<file path="src/core/fsu_map.svh">
// Register offsets, field positions, reset values and counts of the serial port core
`ifndef FSU_MAP_SVH
`define FSU_MAP_SVH
// Register byte offsets
`define FSU_OFF_DATA 8'h00
`define FSU_OFF_IER 8'h04
`define FSU_OFF_IIR 8'h08
`define FSU_OFF_LCR 8'h0C
`define FSU_OFF_MCR 8'h10
`define FSU_OFF_LSR 8'h14
`define FSU_OFF_MSR 8'h18
`define FSU_OFF_SCR 8'h1C
`define FSU_OFF_ISR 8'h20
`define FSU_OFF_IMR 8'h24
// Line control fields
`define FSU_LCR_STB 2
`define FSU_LCR_PEN 3
`define FSU_LCR_EPS 4
`define FSU_LCR_STK 5
`define FSU_LCR_BRK 6
`define FSU_LCR_DLAB 7
// Modem control fields
`define FSU_MCR_LOOP 4
`define FSU_MCR_AFC 5
`define FSU_MCR_SIR 6
// FIFO control fields
`define FSU_FCR_EN 0
`define FSU_FCR_RXRST 1
`define FSU_FCR_TXRST 2
// Event bits of status, mask and enable registers
`define FSU_EV_RX 0
`define FSU_EV_TX 1
`define FSU_EV_LS 2
`define FSU_EV_MS 3
// Reset values
`define FSU_LCR_RST 8'h03
`define FSU_DIV_RST 16'h0001
// FIFO depth and sixteen-times oversampling counts
`define FSU_FIFO_DEPTH 7'h40
`define FSU_OVS_LAST 5'h0F
`define FSU_OVS_MID 5'h07
`define FSU_STOP15_LAST 5'h17
`define FSU_STOP2_LAST 5'h1F
`define FSU_SIR_PULSE 5'h03
`define FSU_SIR_HOLD 5'h10
// Bus answers
`define FSU_RESP_OK 2'h0
`define FSU_RESP_ERR 2'h2
`endif

</file>
<file path="src/core/fsu_pkg.sv">
// Types of the serial port core: states, pin groups and state records
package fsu_pkg;
  // Transmitter and receiver sequences
  typedef enum logic [2:0] {TX_IDLE, TX_START, TX_DATA, TX_PAR, TX_STOP} fsu_tx_st_t;
  typedef enum logic [2:0] {RX_IDLE, RX_START, RX_DATA, RX_PAR, RX_STOP} fsu_rx_st_t;
  // Modem inputs, active low, ordered like the status nibble
  typedef struct packed {
    logic dcd_n;
    logic ri_n;
    logic dsr_n;
    logic cts_n;
  } fsu_mdm_in_t;
  // Modem outputs, active low, ordered like the control nibble
  typedef struct packed {
    logic out2_n;
    logic out1_n;
    logic rts_n;
    logic dtr_n;
  } fsu_mdm_out_t;
  // FIFO state
  typedef struct packed {
    logic [63:0][7:0] mem;
    logic [5:0] wp;
    logic [5:0] rp;
    logic [6:0] cnt;
  } fsu_fifo_st_t;
  // Core state
  typedef struct packed {
    logic aw_got;
    logic w_got;
    logic [7:0] wa;
    logic [7:0] wd;
    logic wok;
    logic bvalid;
    logic [1:0] bresp;
    logic rvalid;
    logic [1:0] rresp;
    logic [7:0] rdata;
    logic [3:0] ier;
    logic [7:0] lcr;
    logic [6:0] mcr;
    logic fen;
    logic [1:0] txt;
    logic [1:0] rxt;
    logic [15:0] div;
    logic [7:0] scr;
    logic [3:0] isr;
    logic [3:0] imr;
    logic [3:0] err;
    logic [3:0] msd;
    logic [3:0] mprev;
    logic tx_low;
    logic rx_s1;
    logic rx_s2;
    logic [3:0] md_s1;
    logic [3:0] md_s2;
    logic [15:0] bcnt;
    logic tick;
    fsu_tx_st_t tx_st;
    logic [7:0] tx_sh;
    logic [4:0] tx_cnt;
    logic [2:0] tx_bit;
    logic tx_par;
    logic txd;
    fsu_rx_st_t rx_st;
    logic [7:0] rx_sh;
    logic [4:0] rx_cnt;
    logic [2:0] rx_bit;
    logic rx_par;
    logic [4:0] sir_hold;
  } fsu_st_t;
endpackage : fsu_pkg

</file>
<file path="src/core/fsu_fifo.sv">
// Byte FIFO of 64 entries that can shrink to a single holding register
`timescale 1ns/1ps
`include "fsu_map.svh"
module fsu_fifo (
  // Clock and reset
  input wire logic aclk,
  input wire logic aresetn,
  // Control
  input wire logic flush,
  input wire logic one_deep,
  // Fill side
  input wire logic in_valid,
  output logic in_ready,
  input wire logic [7:0] in_data,
  // Drain side
  output logic out_valid,
  input wire logic out_ready,
  output logic [7:0] out_data,
  // Fill level
  output logic [6:0] level
);
  import fsu_pkg::*;
  fsu_fifo_st_t st_reg; // Storage and pointers
  fsu_fifo_st_t st_next; // Next value
  // Capacity is one entry in legacy mode
  assign in_ready = st_reg.cnt < (one_deep ? 7'h01 : `FSU_FIFO_DEPTH);
  assign out_valid = st_reg.cnt != 7'h00;
  assign out_data = st_reg.mem[st_reg.rp];
  assign level = st_reg.cnt;
  // Push, pop and flush
  always_comb begin
    logic push;
    logic pop;
    push = in_valid && in_ready;
    pop = out_valid && out_ready;
    st_next = st_reg;
    if (push) begin
      st_next.mem[st_reg.wp] = in_data;
      st_next.wp = st_reg.wp + 6'h01;
    end
    if (pop) begin
      st_next.rp = st_reg.rp + 6'h01;
    end
    st_next.cnt = st_reg.cnt + {6'h00, push} - {6'h00, pop};
    // Flush wins over a push in the same cycle
    if (flush) begin
      st_next.wp = 6'h00;
      st_next.rp = 6'h00;
      st_next.cnt = 7'h00;
    end
  end
  // State register
  always_ff @(posedge aclk) begin
    if (!aresetn) begin
      st_reg <= '0;
    end else begin
      st_reg <= st_next;
    end
  end
endmodule : fsu_fifo

</file>
<file path="src/core/fsu_top.sv">
// Serial port core: bus slave, baud generator, transmitter, receiver, modem and interrupts
//
// The address map and the AXI4-Lite register port were chosen for this implementation.
`timescale 1ns/1ps
`include "fsu_map.svh"
// What this block does
// CPU bytes serialised onto the transmit pin
// Received characters held until CPU reads
// Software sets length, baud, parity, enables
// One interrupt output, prioritised, separately enabled types
// FIFO mode buffers both directions
// Legacy mode: FIFOs off, single holding byte
// Five to eight bits, parity, 1/1.5/2 stops
// Sixteen-bit programmable baud divisor
// Eight-bit scratch register, no side effects
// Eight modem lines and loop-back mode
// Transmit, receive, modem and line status interrupts
// Optional infrared SIR format, else plain framing
// Both FIFOs hold 64 bytes
// Programmable transmit-empty interrupt trigger
// Low start, LSB first, parity, high stops
// Loop-back feeds receiver, transmit pin idles
// DMA request lines for both directions
module fsu_top (
  // Clock and reset
  input wire logic aclk,
  input wire logic aresetn,
  // AXI4-Lite write channels
  input wire logic awvalid,
  output logic awready,
  input wire logic [31:0] awaddr,
  input wire logic wvalid,
  output logic wready,
  input wire logic [31:0] wdata,
  input wire logic [3:0] wstrb,
  output logic bvalid,
  input wire logic bready,
  output logic [1:0] bresp,
  // AXI4-Lite read channels
  input wire logic arvalid,
  output logic arready,
  input wire logic [31:0] araddr,
  output logic rvalid,
  input wire logic rready,
  output logic [31:0] rdata,
  output logic [1:0] rresp,
  // Serial pins
  input wire logic rxd,
  output logic txd,
  // Modem pins
  input wire fsu_pkg::fsu_mdm_in_t mdm_in,
  output fsu_pkg::fsu_mdm_out_t mdm_out,
  // Interrupt and DMA requests
  output logic irq,
  output logic tx_dma_req,
  output logic rx_dma_req
);
  import fsu_pkg::*;
  fsu_st_t st_reg; // All state
  fsu_st_t st_next; // Next state
  logic wr_en; // Register write this cycle
  logic wr_ok; // Low byte lane enabled
  logic [7:0] wr_a; // Write offset
  logic [7:0] wr_d; // Write byte
  logic tx_push, tx_pop, tx_flush, tx_ov; // Transmit FIFO control
  logic rx_push, rx_pop, rx_flush, rx_ov, rx_ir; // Receive FIFO control
  logic [7:0] tx_dout, rx_dout, rxw; // FIFO data and aligned received word
  logic [6:0] tx_fill, rx_fill; // FIFO levels
  logic [3:0] iir_id; // Highest pending interrupt code
  logic rx_trig; // Receive level reached

  // Expected parity bit for a word under the line settings
  function automatic logic fsu_par(input logic [7:0] d, input logic [7:0] lc);
    logic x;
    x = ^(d & (8'hFF >> (2'h3 - lc[1:0])));
    return lc[`FSU_LCR_STK] ? !lc[`FSU_LCR_EPS] : (lc[`FSU_LCR_EPS] ? x : !x);
  endfunction : fsu_par

  // Offset decode shared by reads and writes
  function automatic logic fsu_mapped(input logic [7:0] a);
    return (a[1:0] == 2'h0) && (a <= `FSU_OFF_IMR);
  endfunction : fsu_mapped

  // Transmit FIFO
  fsu_fifo u_tx_fifo (
    .aclk(aclk), .aresetn(aresetn), .flush(tx_flush), .one_deep(!st_reg.fen),
    .in_valid(tx_push), .in_ready(), .in_data(wr_d),
    .out_valid(tx_ov), .out_ready(tx_pop), .out_data(tx_dout), .level(tx_fill)
  );

  // Receive FIFO
  fsu_fifo u_rx_fifo (
    .aclk(aclk), .aresetn(aresetn), .flush(rx_flush), .one_deep(!st_reg.fen),
    .in_valid(rx_push), .in_ready(rx_ir), .in_data(rxw),
    .out_valid(rx_ov), .out_ready(rx_pop), .out_data(rx_dout), .level(rx_fill)
  );

  // Bus outputs straight from state
  assign awready = !st_reg.aw_got && !st_reg.bvalid;
  assign wready = !st_reg.w_got && !st_reg.bvalid;
  assign bvalid = st_reg.bvalid;
  assign bresp = st_reg.bresp;
  assign arready = !st_reg.rvalid;
  assign rvalid = st_reg.rvalid;
  assign rresp = st_reg.rresp;
  assign rdata = {24'h000000, st_reg.rdata};
  // Pins, interrupt and DMA
  assign txd = st_reg.txd;
  assign mdm_out = st_reg.mcr[`FSU_MCR_LOOP] ? 4'hF : ~st_reg.mcr[3:0];
  assign irq = |(st_reg.isr & st_reg.imr);
  assign tx_dma_req = st_reg.tx_low;
  assign rx_dma_req = rx_trig;

  // Next-state logic of the whole core
  always_comb begin
    logic ahs, whs, arh, lpbk, sir, line, tbit, txlow;
    logic [3:0] mst, dm, ev, nerr;
    logic [4:0] stop_last;
    logic [7:0] rv;
    st_next = st_reg;
    ahs = awvalid && awready;
    whs = wvalid && wready;
    arh = arvalid && arready;
    lpbk = st_reg.mcr[`FSU_MCR_LOOP];
    sir = st_reg.mcr[`FSU_MCR_SIR];
    wr_en = (st_reg.aw_got || ahs) && (st_reg.w_got || whs);
    wr_a = ahs ? awaddr[7:0] : st_reg.wa;
    wr_d = whs ? wdata[7:0] : st_reg.wd;
    wr_ok = whs ? wstrb[0] : st_reg.wok;
    tx_push = 1'b0;
    tx_pop = 1'b0;
    tx_flush = 1'b0;
    rx_push = 1'b0;
    rx_pop = 1'b0;
    rx_flush = 1'b0;
    rxw = st_reg.rx_sh >> (2'h3 - st_reg.lcr[1:0]);
    nerr = 4'h0;
    ev = 4'h0;
    rv = 8'h00;
    line = 1'b1;
    // Modem status, looped from the control bits in loop-back
    mst = lpbk ? {st_reg.mcr[3], st_reg.mcr[2], st_reg.mcr[0], st_reg.mcr[1]}
               : ~st_reg.md_s2;
    // Pending interrupt code, line status first
    if (st_reg.isr[`FSU_EV_LS] && st_reg.imr[`FSU_EV_LS]) begin
      iir_id = 4'h6;
    end else if (st_reg.isr[`FSU_EV_RX] && st_reg.imr[`FSU_EV_RX]) begin
      iir_id = 4'h4;
    end else if (st_reg.isr[`FSU_EV_TX] && st_reg.imr[`FSU_EV_TX]) begin
      iir_id = 4'h2;
    end else if (st_reg.isr[`FSU_EV_MS] && st_reg.imr[`FSU_EV_MS]) begin
      iir_id = 4'h0;
    end else begin
      iir_id = 4'h1;
    end
    // Receive trigger: 1, 16, 32 or 62 bytes, or one byte in legacy mode
    case (st_reg.rxt)
      2'h0: rx_trig = rx_fill >= 7'h01;
      2'h1: rx_trig = rx_fill >= 7'h10;
      2'h2: rx_trig = rx_fill >= 7'h20;
      default: rx_trig = rx_fill >= 7'h3E;
    endcase
    if (!st_reg.fen) begin
      rx_trig = rx_ov;
    end
    // Transmit-empty trigger: empty, 2, 16 or 32 bytes left
    case (st_reg.fen ? st_reg.txt : 2'h0)
      2'h0: txlow = tx_fill == 7'h00;
      2'h1: txlow = tx_fill <= 7'h02;
      2'h2: txlow = tx_fill <= 7'h10;
      default: txlow = tx_fill <= 7'h20;
    endcase
    // Capture write address and data in either order
    if (ahs) begin
      st_next.aw_got = 1'b1;
      st_next.wa = awaddr[7:0];
    end
    if (whs) begin
      st_next.w_got = 1'b1;
      st_next.wd = wdata[7:0];
      st_next.wok = wstrb[0];
    end
    if (st_reg.bvalid && bready) begin
      st_next.bvalid = 1'b0;
    end
    // Register write once both halves are in
    if (wr_en) begin
      st_next.aw_got = 1'b0;
      st_next.w_got = 1'b0;
      st_next.bvalid = 1'b1;
      st_next.bresp = fsu_mapped(wr_a) ? `FSU_RESP_OK : `FSU_RESP_ERR;
      if (!wr_ok) begin
        // Low lane disabled: nothing stored
      end else if (wr_a == `FSU_OFF_DATA) begin
        if (st_reg.lcr[`FSU_LCR_DLAB]) begin
          st_next.div[7:0] = wr_d;
        end else begin
          tx_push = 1'b1;
        end
      end else if (wr_a == `FSU_OFF_IER) begin
        if (st_reg.lcr[`FSU_LCR_DLAB]) begin
          st_next.div[15:8] = wr_d;
        end else begin
          st_next.ier = wr_d[3:0];
        end
      end else if (wr_a == `FSU_OFF_IIR) begin
        st_next.fen = wr_d[`FSU_FCR_EN];
        st_next.txt = wr_d[5:4];
        st_next.rxt = wr_d[7:6];
        rx_flush = wr_d[`FSU_FCR_RXRST] || (wr_d[`FSU_FCR_EN] != st_reg.fen);
        tx_flush = wr_d[`FSU_FCR_TXRST] || (wr_d[`FSU_FCR_EN] != st_reg.fen);
      end else if (wr_a == `FSU_OFF_LCR) begin
        st_next.lcr = wr_d;
      end else if (wr_a == `FSU_OFF_MCR) begin
        st_next.mcr = wr_d[6:0];
      end else if (wr_a == `FSU_OFF_SCR) begin
        st_next.scr = wr_d;
      end else if (wr_a == `FSU_OFF_ISR) begin
        st_next.isr = st_reg.isr & ~wr_d[3:0];
      end else if (wr_a == `FSU_OFF_IMR) begin
        st_next.imr = wr_d[3:0];
      end
    end
    // Register read; answer one cycle after the address is taken
    if (st_reg.rvalid && rready) begin
      st_next.rvalid = 1'b0;
    end
    if (arh) begin
      st_next.rvalid = 1'b1;
      st_next.rresp = fsu_mapped(araddr[7:0]) ? `FSU_RESP_OK : `FSU_RESP_ERR;
      if (araddr[7:0] == `FSU_OFF_DATA) begin
        rv = st_reg.lcr[`FSU_LCR_DLAB] ? st_reg.div[7:0] : rx_dout;
        rx_pop = !st_reg.lcr[`FSU_LCR_DLAB] && rx_ov;
      end else if (araddr[7:0] == `FSU_OFF_IER) begin
        rv = st_reg.lcr[`FSU_LCR_DLAB] ? st_reg.div[15:8] : {4'h0, st_reg.ier};
      end else if (araddr[7:0] == `FSU_OFF_IIR) begin
        rv = {st_reg.fen, st_reg.fen, 2'h0, iir_id};
      end else if (araddr[7:0] == `FSU_OFF_LCR) begin
        rv = st_reg.lcr;
      end else if (araddr[7:0] == `FSU_OFF_MCR) begin
        rv = {1'b0, st_reg.mcr};
      end else if (araddr[7:0] == `FSU_OFF_LSR) begin
        rv = {st_reg.fen && (|st_reg.err), (tx_fill == 7'h00) && (st_reg.tx_st == TX_IDLE),
              tx_fill == 7'h00, st_reg.err, rx_ov};
        st_next.err = 4'h0;
      end else if (araddr[7:0] == `FSU_OFF_MSR) begin
        rv = {mst, st_reg.msd};
        st_next.msd = 4'h0;
      end else if (araddr[7:0] == `FSU_OFF_SCR) begin
        rv = st_reg.scr;
      end else if (araddr[7:0] == `FSU_OFF_ISR) begin
        rv = {4'h0, st_reg.isr};
      end else if (araddr[7:0] == `FSU_OFF_IMR) begin
        rv = {4'h0, st_reg.imr};
      end
      st_next.rdata = rv;
    end
    // Pin synchronisers
    st_next.rx_s1 = rxd;
    st_next.rx_s2 = st_reg.rx_s1;
    st_next.md_s1 = mdm_in;
    st_next.md_s2 = st_reg.md_s1;
    // Modem deltas; ring counts on its trailing edge
    dm = {st_reg.mprev[3] ^ mst[3], st_reg.mprev[2] && !mst[2],
          st_reg.mprev[1] ^ mst[1], st_reg.mprev[0] ^ mst[0]};
    st_next.msd = st_next.msd | dm;
    st_next.mprev = mst;
    // Baud generator: one tick per sixteenth of a bit
    st_next.tick = st_reg.bcnt == 16'h0000;
    if (st_reg.bcnt == 16'h0000) begin
      st_next.bcnt = (st_reg.div == 16'h0000) ? 16'h0000 : st_reg.div - 16'h0001;
    end else begin
      st_next.bcnt = st_reg.bcnt - 16'h0001;
    end
    // Current transmit bit value
    case (st_reg.tx_st)
      TX_START: tbit = 1'b0;
      TX_DATA: tbit = st_reg.tx_sh[0];
      TX_PAR: tbit = st_reg.tx_par;
      default: tbit = 1'b1;
    endcase
    // Transmit pin: idle in loop-back, short pulse per zero in SIR
    if (lpbk) begin
      st_next.txd = 1'b1;
    end else if (sir) begin
      st_next.txd = !tbit && (st_reg.tx_cnt < `FSU_SIR_PULSE);
    end else begin
      st_next.txd = tbit && !st_reg.lcr[`FSU_LCR_BRK];
    end
    // Infrared receive pulses stretched over a bit
    if (st_reg.rx_s2) begin
      st_next.sir_hold = `FSU_SIR_HOLD;
    end else if (st_reg.tick && (st_reg.sir_hold != 5'h00)) begin
      st_next.sir_hold = st_reg.sir_hold - 5'h01;
    end
    if (lpbk) begin
      line = tbit;
    end else if (sir) begin
      line = !st_reg.rx_s2 && (st_reg.sir_hold == 5'h00);
    end else begin
      line = st_reg.rx_s2;
    end
    // Stop length: 1, 1.5 with five bits, else 2
    if (!st_reg.lcr[`FSU_LCR_STB]) begin
      stop_last = `FSU_OVS_LAST;
    end else if (st_reg.lcr[1:0] == 2'h0) begin
      stop_last = `FSU_STOP15_LAST;
    end else begin
      stop_last = `FSU_STOP2_LAST;
    end
    if (st_reg.tick) begin
      // Transmitter
      st_next.tx_cnt = st_reg.tx_cnt + 5'h01;
      case (st_reg.tx_st)
        TX_IDLE: begin
          st_next.tx_cnt = 5'h00;
          if (tx_ov && (!st_reg.mcr[`FSU_MCR_AFC] || mst[0])) begin
            tx_pop = 1'b1;
            st_next.tx_sh = tx_dout;
            st_next.tx_par = fsu_par(tx_dout, st_reg.lcr);
            st_next.tx_bit = 3'h0;
            st_next.tx_st = TX_START;
          end
        end
        TX_START: begin
          if (st_reg.tx_cnt == `FSU_OVS_LAST) begin
            st_next.tx_cnt = 5'h00;
            st_next.tx_st = TX_DATA;
          end
        end
        TX_DATA: begin
          if (st_reg.tx_cnt == `FSU_OVS_LAST) begin
            st_next.tx_cnt = 5'h00;
            st_next.tx_sh = st_reg.tx_sh >> 1;
            st_next.tx_bit = st_reg.tx_bit + 3'h1;
            if (st_reg.tx_bit == {1'b1, st_reg.lcr[1:0]}) begin
              st_next.tx_st = st_reg.lcr[`FSU_LCR_PEN] ? TX_PAR : TX_STOP;
            end
          end
        end
        TX_PAR: begin
          if (st_reg.tx_cnt == `FSU_OVS_LAST) begin
            st_next.tx_cnt = 5'h00;
            st_next.tx_st = TX_STOP;
          end
        end
        default: begin
          if (st_reg.tx_cnt == stop_last) begin
            st_next.tx_st = TX_IDLE;
          end
        end
      endcase
      // Receiver, sampling mid-bit
      st_next.rx_cnt = st_reg.rx_cnt + 5'h01;
      case (st_reg.rx_st)
        RX_IDLE: begin
          st_next.rx_cnt = 5'h00;
          if (!line) begin
            st_next.rx_st = RX_START;
          end
        end
        RX_START: begin
          if (st_reg.rx_cnt == `FSU_OVS_MID) begin
            st_next.rx_cnt = 5'h00;
            st_next.rx_bit = 3'h0;
            st_next.rx_st = line ? RX_IDLE : RX_DATA;
          end
        end
        RX_DATA: begin
          if (st_reg.rx_cnt == `FSU_OVS_LAST) begin
            st_next.rx_cnt = 5'h00;
            st_next.rx_sh = {line, st_reg.rx_sh[7:1]};
            st_next.rx_bit = st_reg.rx_bit + 3'h1;
            if (st_reg.rx_bit == {1'b1, st_reg.lcr[1:0]}) begin
              st_next.rx_st = st_reg.lcr[`FSU_LCR_PEN] ? RX_PAR : RX_STOP;
            end
          end
        end
        RX_PAR: begin
          if (st_reg.rx_cnt == `FSU_OVS_LAST) begin
            st_next.rx_cnt = 5'h00;
            st_next.rx_par = line;
            st_next.rx_st = RX_STOP;
          end
        end
        default: begin
          if (st_reg.rx_cnt == `FSU_OVS_LAST) begin
            st_next.rx_st = RX_IDLE;
            rx_push = 1'b1;
            nerr[0] = !rx_ir;
            nerr[1] = st_reg.lcr[`FSU_LCR_PEN] && (st_reg.rx_par != fsu_par(rxw, st_reg.lcr));
            nerr[2] = !line;
            nerr[3] = !line && (rxw == 8'h00) && !(st_reg.lcr[`FSU_LCR_PEN] && st_reg.rx_par);
          end
        end
      endcase
    end
    // Sticky events; a new event beats a clear in the same cycle
    st_next.err = st_next.err | nerr;
    st_next.tx_low = txlow;
    ev[`FSU_EV_RX] = rx_trig;
    ev[`FSU_EV_TX] = txlow && !st_reg.tx_low;
    ev[`FSU_EV_LS] = |nerr;
    ev[`FSU_EV_MS] = |dm;
    st_next.isr = st_next.isr | (ev & st_reg.ier);
  end

  // State register
  always_ff @(posedge aclk) begin
    if (!aresetn) begin
      st_reg <= '0;
      st_reg.lcr <= `FSU_LCR_RST;
      st_reg.div <= `FSU_DIV_RST;
      st_reg.txd <= 1'b1;
      st_reg.tx_low <= 1'b1;
      st_reg.rx_s1 <= 1'b1;
      st_reg.rx_s2 <= 1'b1;
      st_reg.md_s1 <= 4'hF;
      st_reg.md_s2 <= 4'hF;
    end else begin
      st_reg <= st_next;
    end
  end
endmodule : fsu_top

</file>
<file path="config.mk">
export PLATFORM = sky130hd
export DESIGN_NAME = fsu_top
export DESIGN_NICKNAME = d
export VERILOG_FILES = /design/src/core/fsu_pkg.sv /design/src/core/fsu_fifo.sv /design/src/core/fsu_top.sv
export VERILOG_INCLUDE_DIRS = /design/src /design/src/core
export SDC_FILE = /design/constraint.sdc
export NUM_CORES = 2
export LEC_CHECK = 0
export BUFFER_PORTS_ARGS = -buffer_cell sky130_fd_sc_hd__buf_2
export CORE_MARGIN = 8
export CORE_UTILIZATION = 55
export CTS_BUF_LIST = sky130_fd_sc_hd__clkbuf_2 sky130_fd_sc_hd__clkbuf_4 sky130_fd_sc_hd__clkbuf_8
export DETAILED_ROUTE_END_ITERATION = 10
export PLACE_DENSITY = 0.74
export SLEW_MARGIN = 20
export SYNTH_ARGS = -nofsm -noshare
export SYNTH_HDL_FRONTEND = slang
export SYNTH_SLANG_ARGS = --single-unit
</file>
<file path="constraint.sdc">
create_clock -name aclk -period 3.9 [get_ports aclk]
set_clock_uncertainty 0.15 [all_clocks]
set_input_delay 0.585 -clock aclk [delete_from_list [all_inputs] [get_ports aclk]]
set_output_delay 0.585 -clock aclk [all_outputs]
set_load 0.1 [all_outputs]
</file>
==> reports/metrics.yaml <==
status: "finished, final reports clean"
final_area_sq_um: 63520
setup_slack_ps: 144.6
port_buffers: 59
crit_path_top_delay_cell: "mux4_2"
cp_slowest_stage_delay_ps: 570
worst_pin_slew_ps: 1109
firstDrtPassIters: 6
finalSetupViolations: 0
clkLatencyLatePin_ps: 910
ant_nets: 0
drt_iter0_drc: 5718
fin_crit_ps: 3755
ys_seq_elements: 1235
synth_top_family_by_area: "simple AND/OR/NAND/NOR gates"
placed_area_sq_um: 58850
power_density_nw_per_um2: 435.0
path_max_fanout: 21
synth_compound_area_share_pct: 15.24
pin_count: 161
crit_type: "reg -> reg"
grt_usage_pct: 28.42
cts_tree: "done"
die_h_microns: 335.4
ys_seq_area_share_pct: 44.07
die_w_microns: 335.4
clk_pin_slew_ps: 60
stdcell_count: 8134
leakage_nw: 20.85
gp_congestion: 0.9312
power.total_mw: 27.63
path_cells: "buf_12 > buf_4 > mux4_2 > mux4_2 > mux4_2 > xnor2_1 > xnor2_1 > a311o_1 > a21o_1 > nand3_2"
timing.final.crit_share_pct: 96.29
grt_pass1_vias: 46870
dp_hpwl_microns: 105000
final_cell_mix: "nand2_1 (1609), dfxtp_1 (1227), a21oi_1 (1094)"
grt-ovfl-total: 0
num_rows: 117
clock_path_buffers: 3
synthCells: 6591
post-place-ws_ps: 29.36
hold_ws_ps: 108.8
place_inst: 7752
ir_worst_vdd_mv: 0.3727
synthSimpleGateAreaFrac_pct: 19.48
avgSynthCellArea_sq_um: 8.512
tns_ps: 0
drt_wl_total_microns: 166000
rsz0062_at_grt: "false"
post_cts_buffers: 0
synth_xor_area_share_pct: 1.320
die-area_sq_um: 112500
antenna_found_initial: 1
synth_ff_type: "dfxtp_1"
root_buffer: "clkbuf_8"
cts_buffers: 199
final_util_pct: 62.61
hold_class: "in -> reg"
slew-limit-headroom_pct: 23.92
synth-edff-count: 0
syn_to_final_growth_pct: 13.22
hold_viol: 0
clock.fmax_ghz: 0.2663
nets: 6780
critPathCaptureType: "flop"
vias_per_cell: 6.081
vias: 49460
detail_route.wl_per_cell_microns: 20.40
htree_levels: 4
cts_sinks: 1235
grt_pass1_wl_microns: 260700
synthAdderAreaFrac_pct: 1.253
synthArstFlopShare_pct: 0
required_ps: 4570
grt_max_degree: 111
critPathArrivalTime_ps: 4430
core_area_sq_um: 101400
ys_warn_count: 0
slew_violations: 0
cp_common_cell: "mux4_2"
muxShareOfSynthArea_pct: 13.64
drive_gt1_share_pct: 16.30
final_common_cell: "nand2_1"
ys_types: 89
drc: 0
startpoint_type: "flop"
initial_core_util_pct: 55.30
max_cap_violations: 0
synth_area_sq_um: 56100
-- metal layers --
| layer | track usage [%] | vias up | share of wire [%] | wire (microns) |
|---|---|---|---|---|
| li1 | - | 22800 | - | - |
| met4 | 12.17 | 0 | 3.8 | 6379 |
| met5 | 0 | - | 0 | 0 |
| met2 | 45.10 | 2501 | 46 | 77070 |
| met3 | 4.960 | 444 | 9.5 | 15780 |
| met1 | 38.21 | 23720 | 40 | 66740 |
-- layout make-up --
class | count | area (sq um)
Fill cell | 8317 | 37930
Multi-Input combinational cell | 4709 | 28820
Sequential cell | 1235 | 24740
Clock buffer | 318 | 4001
Timing Repair Buffer | 404 | 3606
Tap cell | 1368 | 1712
Clock inverter | 35 | 375.4
Inverter | 64 | 251.5
Antenna cell | 1 | 2.502
-- final timing paths --
kind,start,depth (start not counted),end,slack [ps]
hold reg to reg,st_next[64],1,st_reg[64],270
setup reg to reg,u_tx_fifo.st_reg[7],10,st_reg[26],140
hold / removal,aresetn,3,st_next[63],110
setup / recovery,u_tx_fifo.st_reg[7],10,st_reg[26],140
-- cell families (layout without fill, tap and decap cells) --
kind of cell / count (synthesis) / count (layout)
AOI/OAI and AO/OA: 1549 / 1549
xor gates and xnor gates: 83 / 83
adders and majority gates: 55 / 55
buffers and inverters: 672 / 821
DFF: 1235 / 1235
muxes: 416 / 416
other: 1 / 27
and+or+nand+nor: 2580 / 2580
-- power breakdown --
| part | total [mW] | internal, mW | switching, mW |
|---|---|---|---|
| clock network | 12.1 | 6.67 | 5.39 |
| registers | 12.9 | 12.8 | 0.137 |
| logic | 2.68 | 0.945 | 1.73 |
-- repair_timing --
item	4_1_cts	5_1_grt
hold buffers	28	0
gates resized for setup	0	3
endpoints found under the hold margin	26	0
setup endpoints to repair	0	2
-- critical path, delay by kind of cell, from the launching register on --
kind,cells,cell delay [ps]
AOI/OAI and AO/OA,2,550
xor gates and xnor gates,2,360
buffers and inverters,2,430
DFF,1,410
muxes,3,1670
and+or+nand+nor,1,70
-- cells in the mapped netlist (52+ instances only) --
cell,number,share of area (%)
a21oi_1,1098,9.8
o21ai_0,201,1.8
inv_1,62,0.41
ha_1,53,1.2
mux2i_1,121,2.2
nand2_1,1609,11
nor2_1,419,2.8
clkbuf_1,482,3.2
xnor2_1,54,0.84
dfxtp_1,1235,44
nand3_1,283,2.5
a211oi_1,52,0.70
mux4_2,277,11
Power figures use the tool's default switching activity.
